$ cat config.mk
export PLATFORM = sky130hd
export DESIGN_NAME = ecc_event_ctrl
export DESIGN_NICKNAME = d
export VERILOG_FILES = /design/src/rtl/ecc_pkg.sv /design/src/rtl/ecc_event_ctrl.sv
export SDC_FILE = /design/constraint.sdc
export NUM_CORES = 1
export LEC_CHECK = 0
export ABC_AREA = 1
export BUFFER_PORTS_ARGS = -buffer_cell sky130_fd_sc_hd__buf_2
export CELL_PAD_IN_SITES_DETAIL_PLACEMENT = 0
export CELL_PAD_IN_SITES_GLOBAL_PLACEMENT = 1
export CORE_MARGIN = 2
export CORE_UTILIZATION = 47
export DETAILED_ROUTE_END_ITERATION = 12
export GPL_TIMING_DRIVEN = 0
export MAX_ROUTING_LAYER = met4
export PLACE_DENSITY_LB_ADDON = 0.1
export SLEW_MARGIN = 30
export SYNTH_ARGS = -nofsm -noshare
export SYNTH_HDL_FRONTEND = slang
export SYNTH_SLANG_ARGS = --single-unit
export TNS_END_PERCENT = 10
$ cat constraint.sdc
create_clock -name clock -period 9.85 [get_ports clock]
set_input_delay 1.97 -clock clock [delete_from_list [all_inputs] [get_ports clock]]
set_output_delay 1.97 -clock clock [all_outputs]
set_load 0.005 [all_outputs]
$ cat src/rtl/ecc_pkg.sv
// Purpose: shared constants and types of the event controller
// Assumes: time of day in tenths of an hour, voltages in 0.1 V steps
// Notes:   register offsets are byte addresses on classic Wishbone
package ecc_pkg;

	// ----------------------------------------
	// Register map
	// ----------------------------------------
	localparam logic [7:0] ECC_ADR_CTRL   = 8'h00;
	localparam logic [7:0] ECC_ADR_START  = 8'h04;
	localparam logic [7:0] ECC_ADR_STOP   = 8'h08;
	localparam logic [7:0] ECC_ADR_RATE   = 8'h0c;
	localparam logic [7:0] ECC_ADR_RUN    = 8'h10;
	localparam logic [7:0] ECC_ADR_QUAL   = 8'h14;
	localparam logic [7:0] ECC_ADR_THRESH = 8'h18;
	localparam logic [7:0] ECC_ADR_STATUS = 8'h1c;

	// Writable bits per register; the rest read zero
	localparam logic [31:0] ECC_MSK_CTRL  = 32'h0000_fff7;
	localparam logic [31:0] ECC_MSK_CODE  = 32'h0000_ff0f;
	localparam logic [31:0] ECC_MSK_BYTE  = 32'h0000_00ff;
	localparam logic [31:0] ECC_MSK_QUAL  = 32'h0000_ffff;
	localparam logic [31:0] ECC_MSK_THR   = 32'h0000_ffff;

	// Field positions
	localparam int ECC_F_PROGRAM_LEVEL  = 0;
	localparam int ECC_F_LOADF = 4;
	localparam int ECC_F_AUXF  = 8;
	localparam int ECC_F_SENSF = 12;
	localparam int ECC_F_CODE  = 0;
	localparam int ECC_F_TSET  = 8;
	localparam int ECC_F_OPERATING_STATE_QUALIFIER  = 0;
	localparam int ECC_F_MEASURED_QUALIFIER  = 4;
	localparam int ECC_F_QSET  = 8;
	localparam int ECC_F_SOLT  = 0;
	localparam int ECC_F_EXTT  = 8;

	// Settings that have meaning
	localparam logic [2:0] ECC_PROGRAM_LEVEL_EVENT = 3'h4;
	localparam logic [3:0] ECC_FN_EVENT   = 4'h4;
	localparam logic [3:0] ECC_FN_EVENT_B = 4'h5;
	localparam logic [3:0] ECC_SENSE_EXT  = 4'h2;
	localparam logic [7:0] ECC_EXTERNAL_VOLTAGE_ZERO  = 8'h50;

	// Timing in minutes
	localparam logic [10:0] ECC_SOLAR_MIN = 11'h006;
	localparam logic [10:0] ECC_RS_10M    = 11'h00a;
	localparam logic [10:0] ECC_RS_30M    = 11'h01e;
	localparam logic [10:0] ECC_RS_1H     = 11'h03c;
	localparam logic [10:0] ECC_RS_2H     = 11'h078;
	localparam logic [10:0] ECC_RP_1M     = 11'h001;
	localparam logic [10:0] ECC_RP_3M     = 11'h003;
	localparam logic [10:0] ECC_RP_6M     = 11'h006;
	localparam logic [10:0] ECC_RP_12M    = 11'h00c;
	localparam logic [10:0] ECC_TENTH_H   = 11'h006;

	typedef enum logic {ECC_OFF, ECC_ON} ecc_phase_e;

	// Measurements arriving from the regulator core
	typedef struct packed {
		logic [7:0] solar_voltage;
		logic [7:0] external_voltage;
		logic [7:0] temperature;
		logic [7:0] time_of_day;
		logic       push_button_input;
		logic       float_state;
		logic       night;
		logic       low_battery_disconnect;
		logic       minute_tick;
	} ecc_meas_s;

	typedef struct packed {
		logic load_event;
		logic aux_event;
	} ecc_term_s;

	typedef struct packed {
		logic [31:0] ctrl;
		logic [31:0] start_cfg;
		logic [31:0] stop_cfg;
		logic [31:0] rate;
		logic [31:0] run;
		logic [31:0] qual;
		logic [31:0] thresh;
		ecc_phase_e  phase;
		logic [10:0] solar_cnt;
		logic        solar_hi;
		logic        solar_lo;
		logic [10:0] start_tmr;
		logic [10:0] stop_tmr;
		logic [10:0] run_tmr;
		logic        start_rep;
		logic        stop_rep;
		logic        ack;
		logic [31:0] dat;
		ecc_term_s   term;
	} ecc_state_s;

endpackage

$ cat src/rtl/ecc_event_ctrl.sv
// Purpose: event controller driving the load or auxiliary terminal
// Assumes: meas inputs synchronous to clock, minute_tick one cycle long
// Notes:   configuration and status over a classic Wishbone slave
//
// Function
// - Controller runs only at program level 4, else held off.
// - A terminal carries the event only with function setting 4 or 5.
// - Start code 1 solar below threshold, code 0 solar above.
// - Solar comparisons may lag the crossing by up to six minutes.
// - External threshold offset: 8.0 means 0 V, 0.1 V steps.
// - Push-button wired to battery negative, sense function set to 2.
// - Start 4 button on and time past; 5 button off and time past.
// - Start 8..11 repeat every 10m, 30m, 1h, 2h while time past.
// - Start 12 active while time of day exceeds setting.
// - Start 14/15 repeat at programmed rate in minutes or tenths hour.
// - Stop 0/1 solar above/below; stop 2/3 external above/below.
// - Stop 4 button off and time past; 5 button on and time past.
// - Stop 8..11 repeat every 1, 3, 6, 12 minutes while time past.
// - Stop 12 once time exceeds setting; above 23.9 never stops.
// - Stop 14/15 after programmed run time from the start.
// - Qualifier code zero means always active.
// - Operating qualifier 1 active only in float charging.
// - Off turns on with all three; on turns off on stop or qualifier.
// - Operating qualifier: 1 float, 2 night, 3 day, 5/6 float combos.
// - Measured codes 0..6 let battery disconnect override; 8..14 not.
`timescale 1ns/1ps

module ecc_event_ctrl
	import ecc_pkg::*;
#(
	parameter logic [10:0] SOLAR_PERIOD = ECC_SOLAR_MIN
) (
	// Clock and reset
	input  wire logic        clock,
	input  wire logic        sys_rst,
	// Wishbone slave
	input  wire logic        wb_cyc_i,
	input  wire logic        wb_stb_i,
	input  wire logic        wb_we_i,
	input  wire logic [7:0]  wb_adr_i,
	input  wire logic [3:0]  wb_sel_i,
	input  wire logic [31:0] wb_dat_i,
	output logic             wb_ack_o,
	output logic [31:0]      wb_dat_o,
	// Regulator measurements
	input  wire ecc_meas_s   meas,
	// Terminals
	output ecc_term_s        term
);

	// Refused at elaboration: the refresh must stay within six minutes
	if (SOLAR_PERIOD == 11'h000 || SOLAR_PERIOD > ECC_SOLAR_MIN) begin : g_bad
		$error("SOLAR_PERIOD must be 1..6 minutes");
	end

	ecc_state_s st;
	ecc_state_s next_st;

	// ----------------------------------------
	// Configuration fields
	// ----------------------------------------
	logic [2:0] program_level;
	logic [3:0] load_fn, aux_fn, sense_fn;
	logic [3:0] start_code, stop_code, operating_state_qualifier, measured_qualifier;
	logic [7:0] start_tset, stop_tset, qset, sol_thr, ext_thr;
	logic [7:0] rate_v, run_v;

	assign program_level       = st.ctrl[ECC_F_PROGRAM_LEVEL +: 3];
	assign load_fn    = st.ctrl[ECC_F_LOADF +: 4];
	assign aux_fn     = st.ctrl[ECC_F_AUXF +: 4];
	assign sense_fn   = st.ctrl[ECC_F_SENSF +: 4];
	assign start_code = st.start_cfg[ECC_F_CODE +: 4];
	assign start_tset = st.start_cfg[ECC_F_TSET +: 8];
	assign stop_code  = st.stop_cfg[ECC_F_CODE +: 4];
	assign stop_tset  = st.stop_cfg[ECC_F_TSET +: 8];
	assign rate_v     = st.rate[7:0];
	assign run_v      = st.run[7:0];
	assign operating_state_qualifier       = st.qual[ECC_F_OPERATING_STATE_QUALIFIER +: 4];
	assign measured_qualifier       = st.qual[ECC_F_MEASURED_QUALIFIER +: 4];
	assign qset       = st.qual[ECC_F_QSET +: 8];
	assign sol_thr    = st.thresh[ECC_F_SOLT +: 8];
	assign ext_thr    = st.thresh[ECC_F_EXTT +: 8];

	// ----------------------------------------
	// Helpers
	// ----------------------------------------
	function automatic logic [31:0] merge(input logic [31:0] old,
		input logic [31:0] wd, input logic [3:0] sel,
		input logic [31:0] msk);
		logic [31:0] r;
		r = old;
		for (int i = 0; i < 4; i++) begin
			if (sel[i])
				r[8*i +: 8] = wd[8*i +: 8];
		end
		return r & msk;
	endfunction

	function automatic logic [10:0] scale(input logic [7:0] v,
		input logic hours);
		logic [10:0] w;
		w = {3'h0, v};
		return hours ? 11'(w * ECC_TENTH_H) : w;
	endfunction

	// ----------------------------------------
	// Conditions
	// ----------------------------------------
	logic enabled, ext_ok, pb_on, st_past, sp_past;
	logic start_c, stop_c, operating_state_qualifier_c, measured_qualifier_c, lbd_block;
	logic rs_en, rp_en, run_done;
	logic [10:0] rs_int, rp_int, run_min;
	logic [3:0]  tbase;

	always_comb begin
		enabled = program_level == ECC_PROGRAM_LEVEL_EVENT;
		ext_ok  = sense_fn == ECC_SENSE_EXT;
		pb_on   = meas.push_button_input;
		st_past = meas.time_of_day > start_tset;
		sp_past = meas.time_of_day > stop_tset;

		// Repeat start interval
		rs_en  = 1'b0;
		rs_int = 11'h000;
		unique case (start_code)
			4'd8:  begin rs_en = st_past; rs_int = ECC_RS_10M; end
			4'd9:  begin rs_en = st_past; rs_int = ECC_RS_30M; end
			4'd10: begin rs_en = st_past; rs_int = ECC_RS_1H;  end
			4'd11: begin rs_en = st_past; rs_int = ECC_RS_2H;  end
			4'd14: begin rs_en = 1'b1; rs_int = scale(rate_v, 1'b0); end
			4'd15: begin rs_en = 1'b1; rs_int = scale(rate_v, 1'b1); end
			default: ;
		endcase

		// Repeat stop interval
		rp_en  = 1'b0;
		rp_int = 11'h000;
		unique case (stop_code)
			4'd8:  begin rp_en = sp_past; rp_int = ECC_RP_1M;  end
			4'd9:  begin rp_en = sp_past; rp_int = ECC_RP_3M;  end
			4'd10: begin rp_en = sp_past; rp_int = ECC_RP_6M;  end
			4'd11: begin rp_en = sp_past; rp_int = ECC_RP_12M; end
			default: ;
		endcase

		run_min  = scale(run_v, stop_code == 4'd15);
		run_done = (stop_code == 4'd14 || stop_code == 4'd15)
			&& st.run_tmr >= run_min;

		// Unused codes fall to default and stay low
		unique case (start_code)
			4'd0:  start_c = st.solar_hi;
			4'd1:  start_c = st.solar_lo;
			4'd2:  start_c = ext_ok && meas.external_voltage > ext_thr;
			4'd3:  start_c = ext_ok && meas.external_voltage < ext_thr;
			4'd4:  start_c = ext_ok && pb_on && st_past;
			4'd5:  start_c = ext_ok && !pb_on && st_past;
			4'd12: start_c = st_past;
			4'd8, 4'd9, 4'd10, 4'd11, 4'd14, 4'd15:
				start_c = st.start_rep;
			default: start_c = 1'b0;
		endcase

		unique case (stop_code)
			4'd0:  stop_c = st.solar_hi;
			4'd1:  stop_c = st.solar_lo;
			4'd2:  stop_c = ext_ok && meas.external_voltage > ext_thr;
			4'd3:  stop_c = ext_ok && meas.external_voltage < ext_thr;
			4'd4:  stop_c = ext_ok && !pb_on && sp_past;
			4'd5:  stop_c = ext_ok && pb_on && sp_past;
			4'd12: stop_c = sp_past;
			4'd8, 4'd9, 4'd10, 4'd11:
				stop_c = st.stop_rep;
			4'd14, 4'd15:
				stop_c = run_done;
			default: stop_c = 1'b0;
		endcase

		unique case (operating_state_qualifier)
			4'd0: operating_state_qualifier_c = 1'b1;
			4'd1: operating_state_qualifier_c = meas.float_state;
			4'd2: operating_state_qualifier_c = meas.night;
			4'd3: operating_state_qualifier_c = !meas.night;
			4'd5: operating_state_qualifier_c = meas.float_state && meas.night;
			4'd6: operating_state_qualifier_c = meas.float_state && !meas.night;
			default: operating_state_qualifier_c = 1'b0;
		endcase

		// Codes 8..14 repeat 0..6 without the disconnect override
		tbase = {1'b0, measured_qualifier[2:0]};
		unique case (tbase)
			4'd0: measured_qualifier_c = 1'b1;
			4'd1: measured_qualifier_c = meas.temperature > qset;
			4'd2: measured_qualifier_c = meas.temperature < qset;
			4'd3: measured_qualifier_c = ext_ok && meas.external_voltage > qset;
			4'd4: measured_qualifier_c = ext_ok && meas.external_voltage < qset;
			4'd5: measured_qualifier_c = meas.time_of_day > qset;
			4'd6: measured_qualifier_c = meas.time_of_day < qset;
			default: measured_qualifier_c = 1'b0;
		endcase
		if (measured_qualifier == 4'd15)
			measured_qualifier_c = 1'b0;
		lbd_block = !measured_qualifier[3] && meas.low_battery_disconnect;
	end

	// ----------------------------------------
	// Next state
	// ----------------------------------------
	always_comb begin
		next_st = st;

		// Bus: answer one cycle after the request
		next_st.ack = wb_cyc_i && wb_stb_i && !st.ack;
		if (next_st.ack) begin
			next_st.dat = 32'h0000_0000;
			unique case (wb_adr_i)
				ECC_ADR_CTRL:   next_st.dat = st.ctrl;
				ECC_ADR_START:  next_st.dat = st.start_cfg;
				ECC_ADR_STOP:   next_st.dat = st.stop_cfg;
				ECC_ADR_RATE:   next_st.dat = st.rate;
				ECC_ADR_RUN:    next_st.dat = st.run;
				ECC_ADR_QUAL:   next_st.dat = st.qual;
				ECC_ADR_THRESH: next_st.dat = st.thresh;
				ECC_ADR_STATUS: next_st.dat = {24'h0, st.term,
					enabled, measured_qualifier_c, operating_state_qualifier_c, stop_c, start_c,
					st.phase == ECC_ON};
				default: ;
			endcase
			if (wb_we_i) begin
				next_st.dat = 32'h0000_0000;
				unique case (wb_adr_i)
					ECC_ADR_CTRL: next_st.ctrl = merge(st.ctrl,
						wb_dat_i, wb_sel_i, ECC_MSK_CTRL);
					ECC_ADR_START: next_st.start_cfg = merge(
						st.start_cfg, wb_dat_i, wb_sel_i, ECC_MSK_CODE);
					ECC_ADR_STOP: next_st.stop_cfg = merge(
						st.stop_cfg, wb_dat_i, wb_sel_i, ECC_MSK_CODE);
					ECC_ADR_RATE: next_st.rate = merge(st.rate,
						wb_dat_i, wb_sel_i, ECC_MSK_BYTE);
					ECC_ADR_RUN: next_st.run = merge(st.run,
						wb_dat_i, wb_sel_i, ECC_MSK_BYTE);
					ECC_ADR_QUAL: next_st.qual = merge(st.qual,
						wb_dat_i, wb_sel_i, ECC_MSK_QUAL);
					ECC_ADR_THRESH: next_st.thresh = merge(st.thresh,
						wb_dat_i, wb_sel_i, ECC_MSK_THR);
					default: ;
				endcase
			end
		end

		// Solar compare refreshed once per period, hence the lag
		next_st.start_rep = 1'b0;
		next_st.stop_rep  = 1'b0;
		if (meas.minute_tick) begin
			if (st.solar_cnt >= SOLAR_PERIOD - 11'h001) begin
				next_st.solar_cnt = 11'h000;
				next_st.solar_hi  = meas.solar_voltage > sol_thr;
				next_st.solar_lo  = meas.solar_voltage < sol_thr;
			end else begin
				next_st.solar_cnt = st.solar_cnt + 11'h001;
			end
		end

		// Repeat timers; a zero interval never fires
		if (!rs_en || rs_int == 11'h000) begin
			next_st.start_tmr = 11'h000;
		end else if (meas.minute_tick) begin
			if (st.start_tmr + 11'h001 >= rs_int) begin
				next_st.start_tmr = 11'h000;
				next_st.start_rep = 1'b1;
			end else begin
				next_st.start_tmr = st.start_tmr + 11'h001;
			end
		end
		if (!rp_en) begin
			next_st.stop_tmr = 11'h000;
		end else if (meas.minute_tick) begin
			if (st.stop_tmr + 11'h001 >= rp_int) begin
				next_st.stop_tmr = 11'h000;
				next_st.stop_rep = 1'b1;
			end else begin
				next_st.stop_tmr = st.stop_tmr + 11'h001;
			end
		end

		// Event state
		unique case (st.phase)
			ECC_OFF: begin
				if (enabled && start_c && operating_state_qualifier_c && measured_qualifier_c)
					next_st.phase = ECC_ON;
			end
			ECC_ON: begin
				if (!enabled || stop_c || !operating_state_qualifier_c || !measured_qualifier_c)
					next_st.phase = ECC_OFF;
			end
		endcase

		// Run time counted from the start, saturating
		if (next_st.phase == ECC_OFF || st.phase == ECC_OFF)
			next_st.run_tmr = 11'h000;
		else if (meas.minute_tick && st.run_tmr != 11'h7ff)
			next_st.run_tmr = st.run_tmr + 11'h001;

		// Terminal drive
		next_st.term.load_event = st.phase == ECC_ON && !lbd_block
			&& (load_fn == ECC_FN_EVENT || load_fn == ECC_FN_EVENT_B);
		next_st.term.aux_event = st.phase == ECC_ON && !lbd_block
			&& (aux_fn == ECC_FN_EVENT || aux_fn == ECC_FN_EVENT_B);
	end

	always_ff @(posedge clock or posedge sys_rst) begin
		if (sys_rst)
			st <= '0;
		else
			st <= next_st;
	end

	assign wb_ack_o = st.ack;
	assign wb_dat_o = st.dat;
	assign term     = st.term;
endmodule

==> results.py, run 1 <==
metrics = {
    "floorplanning": {
        "boundaryPins": 121,
        "placeableCoreArea_sq_um": 21960,
        "initial_core_util_pct": 48.14,
        "fp-row-count": 54,
        "die_w_microns": 154.0,
        "floorplan.die_area_sq_um": 23710,
        "die_height_microns": 154.0,
    },
    "final_layout": {
        "multi_input_comb_area_sq_um": 5689,
        "final_cell_area_sq_um": 12040,
        "area_growth_pct": 13.91,
        "layout_common_cells": "sky130_fd_sc_hd__nand2_1 (337), sky130_fd_sc_hd__inv_1 (175), sky130_fd_sc_hd__dfrtp_1 (155)",
        "layout.cells.most_common": "sky130_fd_sc_hd__nand2_1",
        "final_layout_size_suffix_gt1_share_pct": 13.77,
        "n_antenna_cell": 0,
        "layout.nets": 1696,
        "fillCellCount": 2175,
        "sequential_cell_area_sq_um": 3879,
    },
    "grt": {
        "global_route.usage.total_pct": 26.98,
        "grt_pass1_vias": 9089,
        "global_route_wire_length_before_repair_microns": 48660,
        "antenna_found_initial": 0,
        "grt_start_max_net_pins": 86,
        "grt_overflow_total": 0,
    },
    "synth": {
        "synth-compound-area-share_pct": 13.81,
        "synth-adder-area-share_pct": 12.57,
        "post_synth_instance_area_sq_um": 10570,
        "postSynthAreaPerCell_sq_um": 7.633,
        "synth-edff-count": 0,
        "synth_warnings": 0,
        "dominantRegCellSynth": "sky130_fd_sc_hd__dfrtp_1",
        "post_synthesis_instance_total": 1385,
        "sequential_element_share_of_the_synthesized_area_pct": 36.69,
        "synthSimpleGateAreaFrac_pct": 24.68,
        "post_synth_xor_area_fraction_pct": 1.906,
        "netlist-cell-type-count": 55,
        "synth.ff_latch_count": 155,
        "synthMuxAreaShare_pct": 0.2841,
        "synth-async-reset-ratio_pct": 100.0,
        "synth_top_family_by_area": "simple AND/OR/NAND/NOR gates",
    },
    "worst_setup_path": {
        "cp_slowest_cell": "sky130_fd_sc_hd__dfrtp_1",
        "crit_path_end": "st[38]$_DFFE_PP0P_",
        "timing_worst_setup_path_type": "flip-flop to flip-flop",
        "path_max_fanout": 10,
        "r2r-end": "st[38]$_DFFE_PP0P_",
        "required_ns": 10.20,
        "critical_path.n_buffers_inverters": 0,
        "critPathCaptureType": "flip-flop",
        "cp-start-kind": "flip-flop",
        "worst-r2r-setup-slack_ns": 5.74,
        "crit_start": "run_v[1]$_DFFE_PP0P_",
        "path_delay_family": "simple AND/OR/NAND/NOR gates",
        "crit-reg2reg-launch": "run_v[1]$_DFFE_PP0P_",
        "path_depth": 18,
        "critical_path.cell_chain": "ha_1 > fa_1 > nand3_1 > nand2_1 > a21oi_1 > o21ai_0 > a21boi_0 > o21ai_0 > ha_1 > a21oi_1 > o21ai_0 > nor2_1 > nand3_1 > nand2_1 > nand3_1 > nor2_1 > nand3_1 > nor2_1",
        "r2r_cells": 18,
        "crit_arrival_ns": 4.46,
        "critPathMostFrequentCell": "sky130_fd_sc_hd__nand3_1",
        "slowest_delay_ns": 0.50,
    },
    "clock_network": {
        "tritoncts_clock_tree": "built",
        "h_tree_depth": 4,
        "clock_tree.buffer_depth": 2,
        "cts.sinks": 155,
        "worstSkewPairLatency_ns": 0.43,
        "cts.hold.buffers_added": 0,
        "postCtsSetupBuffers": 0,
        "path_clk_slew_ns": 0.07,
        "clockRootBuffer": "sky130_fd_sc_hd__clkbuf_16",
        "post_cts_gate_resize_count": 0,
        "cts_made_buffers": 17,
    },
    "sta": {
        "setup-tns-final_ns": 0,
        "hold_ws_ns": 0.4745,
        "fin_crit_sh_pct": 41.75,
        "period_needed_ns": 4.113,
        "number_of_failing_hold_endpoints_at_the_final_stage": 0,
        "finalWorstSetupSlack_ns": 5.737,
        "fmax_ghz": 0.2431,
        "worst_clk_skew_ns": 0.009797,
        "timing.max_slew.rel_slack_pct": 50.57,
        "rsz0062_at_grt": "no",
        "max_slew_vio_count": 0,
        "worstMarginPinSlew_ns": 0.7388,
        "setup_viol": 0,
    },
    "routing": {
        "routed_wire_length_microns": 30000,
        "drcViolationCount": 0,
        "first_pass_iters": 5,
        "routed_via_density": 5.295,
        "drt.antenna.violating_nets": 0,
        "drt_first_iter_violations": 646,
        "num_vias": 9520,
        "detail_route.wl_per_cell_microns": 16.69,
    },
    "power": {
        "vdd_drop_max_uv": 114.5,
        "p_leak_nw": 5.964,
        "power.density_nw_per_um2": 123.7,
        "power.total_w": 0.001489,
    },
    "place": {
        "dp_worst_setup_slack_ns": 5.723,
        "port_buffers": 85,
        "place_congestion": 0.9172,
        "place_area_sq_um": 11440,
        "post-dp-hpwl_microns": 23530,
    },
    "outcome": {
        "run_status": "completed",
    },
    "hold_path": {
        "hold_wc_path_type": "flip-flop to flip-flop",
    },
    "job": {
        "maxCapViolations": 0,
    },
}
-- worst register-to-register path: cells and delay by family (launching register included) --
family                     cells  cell delay [ns]
and+or+nand+nor                9             1.71
adders and majority gates      3             0.98
AOI/OAI and AO/OA              6             0.84
DFF                            1             0.50
-- worst min path at each step --
stage	startpoint	slack (ns)	to	cells after the start
floorplan	aux_fn[1]$_DFFE_PP0P_	0.43	term[0]$_DFF_PP0_	1
global placement	st[76]$_DFFE_PP0P_	0.46	st[76]$_DFFE_PP0P_	2
detailed placement	load_fn[1]$_DFFE_PP0P_	0.46	term[1]$_DFF_PP0_	1
CTS	load_fn[1]$_DFFE_PP0P_	0.47	term[1]$_DFF_PP0_	1
global route	load_fn[1]$_DFFE_PP0P_	0.50	term[1]$_DFF_PP0_	1
finish	load_fn[1]$_DFFE_PP0P_	0.47	term[1]$_DFF_PP0_	1
-- cells in the mapped netlist (13+ instances only) --
library cell	instances	area share [%]
sky130_fd_sc_hd__nor2_1	110	3.9
sky130_fd_sc_hd__o21ai_1	27	1.3
sky130_fd_sc_hd__dfrtp_1	155	37
sky130_fd_sc_hd__xor2_1	13	1.1
sky130_fd_sc_hd__buf_4	35	2.5
sky130_fd_sc_hd__a21oi_1	48	2.3
sky130_fd_sc_hd__nand2_1	337	12
sky130_fd_sc_hd__inv_1	176	6.2
sky130_fd_sc_hd__ha_1	103	12
sky130_fd_sc_hd__o22ai_1	23	1.4
sky130_fd_sc_hd__nand3_1	67	3.2
sky130_fd_sc_hd__nand4_1	29	1.7
sky130_fd_sc_hd__clkbuf_1	13	0.46
sky130_fd_sc_hd__o21ai_0	113	5.3
sky130_fd_sc_hd__nor3_1	20	0.95
-- logic make-up after synthesis --
| logic type | Yosys count |
|---|---|
| AOI/OAI and AO/OA | 257 |
| xor gates and xnor gates | 23 |
| adders and majority gates | 105 |
| buffers and inverters | 245 |
| DFF | 155 |
| muxes | 3 |
| other | 1 |
| and+or+nand+nor | 596 |
-- flip-flops by register name (all words and copies together) (netlist names), 8 cells and up --
| signal | flops |
|---|---|
| ext_thr | 8 |
| rate_v | 8 |
| wb_dat_o | 16 |
| sol_thr | 8 |
| qset | 8 |
| st | 73 |
| run_v | 8 |
-- area by class of cell --
cell class,count,area share (%)
clock buffers,17,3.533
repair buffers,86,3.761
flip-flops and latches,155,32.21
inverters,188,5.923
multi-input cells,1000,47.25
plain buffers,57,2.941
clock inverters,15,1.475
well taps,280,2.909
-- report_power, final --
group | internal (W) | switching (W)
clock network | 0.000383 | 0.000303
registers | 0.000649 | 0.0000110
logic | 0.0000527 | 0.0000904
-- per-layer routing --
layer  vias to the layer above  global-route usage (%)  share of wire (%)
met5                         -                       -                  0
li1                       4777                       -                  -
met3                        25                   3.241                4.7
met2                       236                   41.45                 45
met1                      4482                   38.28                 49
met4                         0                   6.364                1.4
-- through the flow --
stage	util, %	cells
2_1_floorplan	-	1400
3_3_place_gp	51.93	1765
3_5_place_dp	52.09	1766
4_1_cts	54.84	1798
5_1_grt	54.84	1798
6_report	54.84	1798
No activity file was read; power rests on OpenSTA's default activity.
==> run 2: changes to the inputs <==
CORE_UTILIZATION = 44   (was 47)
clock period = 3.89 ns   (was 9.85 ns; I/O delays follow)
==> results.py, run 2 (same netlist as run 1, synthesis figures left out) <==
metrics = {
    "worst_setup_path": {
        "critPathMostFrequentCell": "sky130_fd_sc_hd__nand2_1",
        "cp_slowest_cell": "sky130_fd_sc_hd__dfrtp_1",
        "critPathCaptureType": "flip-flop",
        "critical_path.n_buffers_inverters": 0,
        "r2r_cells": 23,
        "cp-start-kind": "flip-flop",
        "critical_path.cell_chain": "ha_1 > a21oi_1 > nand2_1 > a21o_1 > a21oi_1 > o21ai_0 > nand2_1 > nand2_1 > nand2_1 > nand3_1 > ha_1 > nand2_1 > nor2_1 > nand2_1 > nor2_1 > o21ai_0 > nand3_2 > nand2_1 > nand3_1 > nor2_4 > o21ai_1 > nand2_1 > nand2_1",
        "worst-r2r-setup-slack_ns": 0.39,
        "r2r-end": "wb_dat_o[2]$_DFFE_PP0P_",
        "crit-reg2reg-launch": "run_v[2]$_DFFE_PP0P_",
        "required_ns": 4.21,
        "path_max_fanout": 6,
        "timing_worst_setup_path_type": "flip-flop to flip-flop",
        "slowest_delay_ns": 0.47,
        "path_delay_family": "simple AND/OR/NAND/NOR gates",
        "crit_arrival_ns": 3.82,
    },
    "final_layout": {
        "layout.nets": 1700,
        "layout_common_cells": "sky130_fd_sc_hd__nand2_1 (337), sky130_fd_sc_hd__inv_1 (175), sky130_fd_sc_hd__dfrtp_1 (154)",
        "final_layout_size_suffix_gt1_share_pct": 14.26,
        "final_cell_area_sq_um": 12200,
        "number_of_flip_flops_in_the_largest_register": 73,
        "area_growth_pct": 15.40,
        "largest-register": "st",
        "n_antenna_cell": 0,
        "layout.cells.most_common": "sky130_fd_sc_hd__nand2_1",
    },
    "sta": {
        "period_needed_ns": 3.503,
        "max_slew_vio_count": 0,
        "worstMarginPinSlew_ns": 0.7916,
        "setup_viol": 0,
        "worst_clk_skew_ns": 0.01166,
        "fin_crit_sh_pct": 90.06,
        "number_of_failing_hold_endpoints_at_the_final_stage": 0,
        "fmax_ghz": 0.2854,
        "timing.max_slew.rel_slack_pct": 47.03,
        "rsz0062_at_grt": "no",
    },
    "place": {
        "place_area_sq_um": 11560,
        "port_buffers": 85,
        "post-dp-hpwl_microns": 24400,
        "place_congestion": 0.9110,
    },
    "job": {
        "maxCapViolations": 0,
    },
    "power": {
        "power.clock.fraction_pct": 46.0,
        "vdd_drop_max_uv": 286.8,
        "power.total_w": 0.003807,
        "p_leak_nw": 6.006,
        "pwr-share-seq_pct": 44.0,
        "p_int_w": 0.002778,
        "power_frac_comb_pct": 10.0,
        "net_switching_w": 0.001029,
        "power.density_nw_per_um2": 312.0,
        "swShare_pct": 27.02,
    },
    "clock_network": {
        "path_clk_slew_ns": 0.07,
        "clockRootBuffer": "sky130_fd_sc_hd__clkbuf_16",
        "worstSkewPairLatency_ns": 0.43,
        "h_tree_depth": 4,
        "clock_tree.buffer_depth": 2,
        "cts_made_buffers": 17,
        "cts.hold.buffers_added": 0,
        "postCtsSetupBuffers": 0,
        "tritoncts_clock_tree": "built",
        "cts.sinks": 155,
    },
    "grt": {
        "grt_pass1_vias": 9046,
        "grt_start_max_net_pins": 30,
        "global_route.usage.total_pct": 25.31,
        "global_route_wire_length_before_repair_microns": 48870,
        "antenna_found_initial": 0,
        "grt_overflow_total": 0,
    },
    "floorplanning": {
        "floorplan.die_area_sq_um": 25280,
        "die_w_microns": 159,
        "boundaryPins": 121,
        "die_height_microns": 159,
        "fp-row-count": 56,
        "initial_core_util_pct": 44.90,
        "placeableCoreArea_sq_um": 23540,
    },
    "routing": {
        "drt.antenna.violating_nets": 0,
        "routed_wire_length_microns": 30490,
        "drt_first_iter_violations": 628,
        "drcViolationCount": 0,
        "routed_via_density": 5.089,
        "detail_route.wl_per_cell_microns": 16.56,
        "num_vias": 9368,
        "first_pass_iters": 6,
    },
    "hold_path": {
        "hold_wc_path_type": "input pin to asynchronous set/reset pin",
    },
    "outcome": {
        "run_status": "completed",
    },
}
==> run 2: through the flow <==
step	TNS (ns)	std cells	hold WS, ns	utilization, %	setup slack (ns)
global placement	-0.05283	1804	0.4554	48.66	-0.03747
CTS	0	1841	0.4297	51.73	0.02574
floorplan	0	1400	0.4319	-	0.8886
finish	0	1841	0.4267	51.82	0.3865
detailed placement	-0.6772	1809	0.4537	49.09	-0.08806
global route	0	1841	0.4690	51.82	0.05694
==> run 2: cell type report <==
cell class                      count  area (sq um)
Buffer                             57         354.1
Clock buffer                       18         439.2
Clock inverter                     14         177.7
Fill cell                        2405         11340
Inverter                          188         709.4
Multi-Input combinational cell   1000          5714
Sequential cell                   155          3880
Tap cell                          319         399.1
Timing Repair Buffer               90         525.5
==> run 2: power groups by stage <==
| stage | Clock, W | Combinational, W | Sequential (W) |
|---|---|---|---|
| final | 0.00175 | 0.000381 | 0.00167 |
| after global routing | 0.00185 | 0.000433 | 0.00168 |
| after CTS | 0.00178 | 0.000377 | 0.00167 |
| after detailed placement | 0 | 0.000375 | 0.00170 |
| after global placement | 0 | 0.000353 | 0.00170 |
| after floorplan | 0 | 0.000235 | 0.00170 |
==> run 2: metal layers <==
metal  wire length (microns)  track usage (%)  vias up
li1                        -                -     4780
met1                   14610            35.12     4368
met2                   13890            39.49      192
met3                    1604            3.647       28
met4                     382            5.744        0
met5                       0                -        -
==> run 2: repair_timing <==
item	CTS	global route
hold endpoints to repair	0	0
pin swaps	0	1
gates resized for setup	1	8
cloned	0	0
setup endpoints to repair	10	13
==> run 2: worst max-delay path by stage <==
stage | cells after the start | to | startpoint
3_5_place_dp | 18 | st[42]$_DFFE_PP0P_ | run_v[1]$_DFFE_PP0P_
6_report | 23 | wb_dat_o[2]$_DFFE_PP0P_ | run_v[2]$_DFFE_PP0P_
3_3_place_gp | 18 | st[42]$_DFFE_PP0P_ | run_v[1]$_DFFE_PP0P_
2_1_floorplan | 18 | st[37]$_DFFE_PP0P_ | run_v[1]$_DFFE_PP0P_
4_1_cts | 18 | st[42]$_DFFE_PP0P_ | run_v[1]$_DFFE_PP0P_
5_1_grt | 22 | st[42]$_DFFE_PP0P_ | run_v[2]$_DFFE_PP0P_
==> run 3: changes to the inputs <==
CORE_ASPECT_RATIO = 1.1   (was default)
==> results.py, run 3 (same netlist as run 1, synthesis figures left out) <==
metrics = {
    "worst_setup_path": {
        "crit_arrival_ns": 3.95,
        "path_max_fanout": 6,
        "r2r_cells": 21,
        "slowest_delay_ns": 0.49,
        "timing_worst_setup_path_type": "flip-flop to flip-flop",
        "critical_path.n_buffers_inverters": 1,
        "cp_slowest_cell": "sky130_fd_sc_hd__dfrtp_1",
        "critPathMostFrequentCell": "sky130_fd_sc_hd__nand2_1",
        "path_depth": 21,
        "cp-start-kind": "flip-flop",
        "required_ns": 4.27,
        "critical_path.cell_chain": "ha_1 > fa_1 > nand3_1 > nand2_1 > a21oi_1 > o21ai_0 > a21boi_0 > o21ai_0 > ha_1 > inv_1 > nor2_1 > nand2_1 > nor2_1 > o21ai_0 > nand3_1 > nand2_1 > nand3_1 > nor2_4 > o21ai_0 > nand2_1 > nand2_1",
        "path_delay_family": "simple AND/OR/NAND/NOR gates",
        "critPathCaptureType": "flip-flop",
    },
    "place": {
        "port_buffers": 85,
        "place_area_sq_um": 11540,
        "place_congestion": 0.9024,
        "place_inst": 1795,
        "post-dp-hpwl_microns": 24520,
    },
    "routing": {
        "routed_wire_length_microns": 30780,
        "first_pass_iters": 7,
        "drcViolationCount": 0,
        "drt_first_iter_violations": 553,
        "detail_route.wl_per_cell_microns": 16.85,
        "num_vias": 9495,
        "drt.antenna.violating_nets": 0,
        "routed_via_density": 5.197,
    },
    "grt": {
        "global_route_wire_length_before_repair_microns": 49300,
        "grt_start_max_net_pins": 30,
        "global_route.usage.total_pct": 26.11,
        "grt_overflow_total": 0,
        "grt_pass1_vias": 9343,
        "antenna_found_initial": 0,
    },
    "final_layout": {
        "postLayoutCoreUtil_pct": 51.44,
        "final_cell_area_sq_um": 12150,
        "final_layout_size_suffix_gt1_share_pct": 14.19,
        "fillCellCount": 2406,
        "largest-register": "st",
        "n_antenna_cell": 0,
        "multi_input_comb_area_sq_um": 5709,
        "number_of_flip_flops_in_the_largest_register": 73,
        "sequential_cell_area_sq_um": 3880,
        "layout_common_cells": "sky130_fd_sc_hd__nand2_1 (337), sky130_fd_sc_hd__inv_1 (175), sky130_fd_sc_hd__dfrtp_1 (154)",
        "finish.cell_count_without_fillers": 1827,
        "layout.nets": 1700,
        "area_growth_pct": 14.94,
        "layout.cells.most_common": "sky130_fd_sc_hd__nand2_1",
    },
    "floorplanning": {
        "initial_core_util_pct": 44.75,
        "die_height_microns": 166.6,
        "placeableCoreArea_sq_um": 23620,
        "die_w_microns": 151.8,
        "fp-row-count": 59,
        "floorplan.die_area_sq_um": 25280,
        "boundaryPins": 121,
    },
    "clock_network": {
        "path_clk_slew_ns": 0.07,
        "clock_tree.buffer_depth": 2,
        "tritoncts_clock_tree": "built",
        "cts.sinks": 155,
        "postCtsSetupBuffers": 0,
        "worstSkewPairLatency_ns": 0.44,
        "cts.hold.buffers_added": 0,
        "cts_made_buffers": 17,
        "clockRootBuffer": "sky130_fd_sc_hd__clkbuf_16",
        "h_tree_depth": 4,
    },
    "sta": {
        "rsz0062_at_grt": "no",
        "period_needed_ns": 3.572,
        "fin_crit_sh_pct": 91.82,
        "worst_clk_skew_ns": 0.01400,
        "timing.max_slew.rel_slack_pct": 52.23,
        "setup-tns-final_ns": 0,
        "setup_viol": 0,
        "worstMarginPinSlew_ns": 0.7140,
        "fmax_ghz": 0.2800,
        "max_slew_vio_count": 0,
        "number_of_failing_hold_endpoints_at_the_final_stage": 0,
    },
    "power": {
        "power.total_w": 0.003748,
        "p_leak_nw": 5.991,
        "power.density_nw_per_um2": 308.5,
        "vdd_drop_max_uv": 208.2,
    },
    "outcome": {
        "run_status": "completed",
    },
    "job": {
        "maxCapViolations": 0,
    },
    "hold_path": {
        "hold_wc_path_type": "input pin to asynchronous set/reset pin",
    },
}
## run 3: cell count changes in the layout (fill, tap and decap cells not counted), sizes merged
cell / change
bufinv: -2
clkinvlp: +1
inv: +3
clkbuf: -1
clkinv: -1
## run 3: what timing repair did
item / in CTS / in global routing
setup endpoints to repair: 10 / 12
pin swaps: 0 / 1
gates resized for setup: 2 / 3
## run 3: worst paths after layout
check	from	end	slack (ns)
worst max register to register	run_v[1]$_DFFE_PP0P_	wb_dat_o[2]$_DFFE_PP0P_	0.32
min in group clock	load_fn[1]$_DFFE_PP0P_	term[1]$_DFF_PP0_	0.47
worst min register to register	load_fn[1]$_DFFE_PP0P_	term[1]$_DFF_PP0_	0.47
worst min-delay path	sys_rst	st[39]$_DFFE_PP0P_	0.41
max in group asynchronous	sys_rst	wb_dat_o[15]$_DFFE_PP0P_	2.70
worst max-delay path	run_v[1]$_DFFE_PP0P_	wb_dat_o[2]$_DFFE_PP0P_	0.32
## run 3: layout make-up
type / count / area share, %
Buffer: 57 / 2.914
Clock buffer: 17 / 3.501
Clock inverter: 15 / 1.359
Inverter: 188 / 5.839
Multi-Input combinational cell: 1000 / 46.99
Sequential cell: 155 / 31.93
Tap cell: 305 / 3.141
Timing Repair Buffer: 90 / 4.325
## run 3: report_power, final
part           switching, W  leakage [nW]  internal (W)  total, W
Clock              0.000818         0.289      0.000868   0.00169
Sequential        0.0000346          2.15       0.00164   0.00168
Combinational      0.000243          3.55      0.000142  0.000385
Total               0.00110          5.99       0.00265   0.00375
## run 3: metrics by stage
stage | setup slack [ns] | hold WS (ns)
global route | 0.01592 | 0.4576
detailed placement | -0.1471 | 0.4600
global placement | -0.08763 | 0.4576
floorplan | 0.8886 | 0.4319
finish | 0.3184 | 0.4093
CTS | 0.1345 | 0.4175
## run 3: layer usage
metal | part of all wire (%) | wire length [microns] | global-route usage, % | up-vias
met3 | 4.3 | 1316 | 3.425 | 40
li1 | - | - | - | 4785
met5 | 0 | 0 | - | -
met4 | 3.0 | 922 | 9.219 | 0
met2 | 49 | 14990 | 42.56 | 230
met1 | 44 | 13550 | 33.20 | 4440
## run 3: worst reg2reg max path, cell delays in order, from the launching register on
cell                       delay (ns)
sky130_fd_sc_hd__dfrtp_1         0.49
sky130_fd_sc_hd__ha_1            0.26
sky130_fd_sc_hd__fa_1            0.40
sky130_fd_sc_hd__nand3_1         0.11
sky130_fd_sc_hd__nand2_1         0.09
sky130_fd_sc_hd__a21oi_1         0.13
sky130_fd_sc_hd__o21ai_0         0.14
sky130_fd_sc_hd__a21boi_0        0.19
sky130_fd_sc_hd__o21ai_0         0.14
sky130_fd_sc_hd__ha_1            0.31
sky130_fd_sc_hd__inv_1           0.04
sky130_fd_sc_hd__nor2_1          0.14
sky130_fd_sc_hd__nand2_1         0.08
sky130_fd_sc_hd__nor2_1          0.08
sky130_fd_sc_hd__o21ai_0         0.10
sky130_fd_sc_hd__nand3_1         0.20
sky130_fd_sc_hd__nand2_1         0.08
sky130_fd_sc_hd__nand3_1         0.11
sky130_fd_sc_hd__nor2_4          0.08
sky130_fd_sc_hd__o21ai_0         0.18
sky130_fd_sc_hd__nand2_1         0.10
sky130_fd_sc_hd__nand2_1         0.07
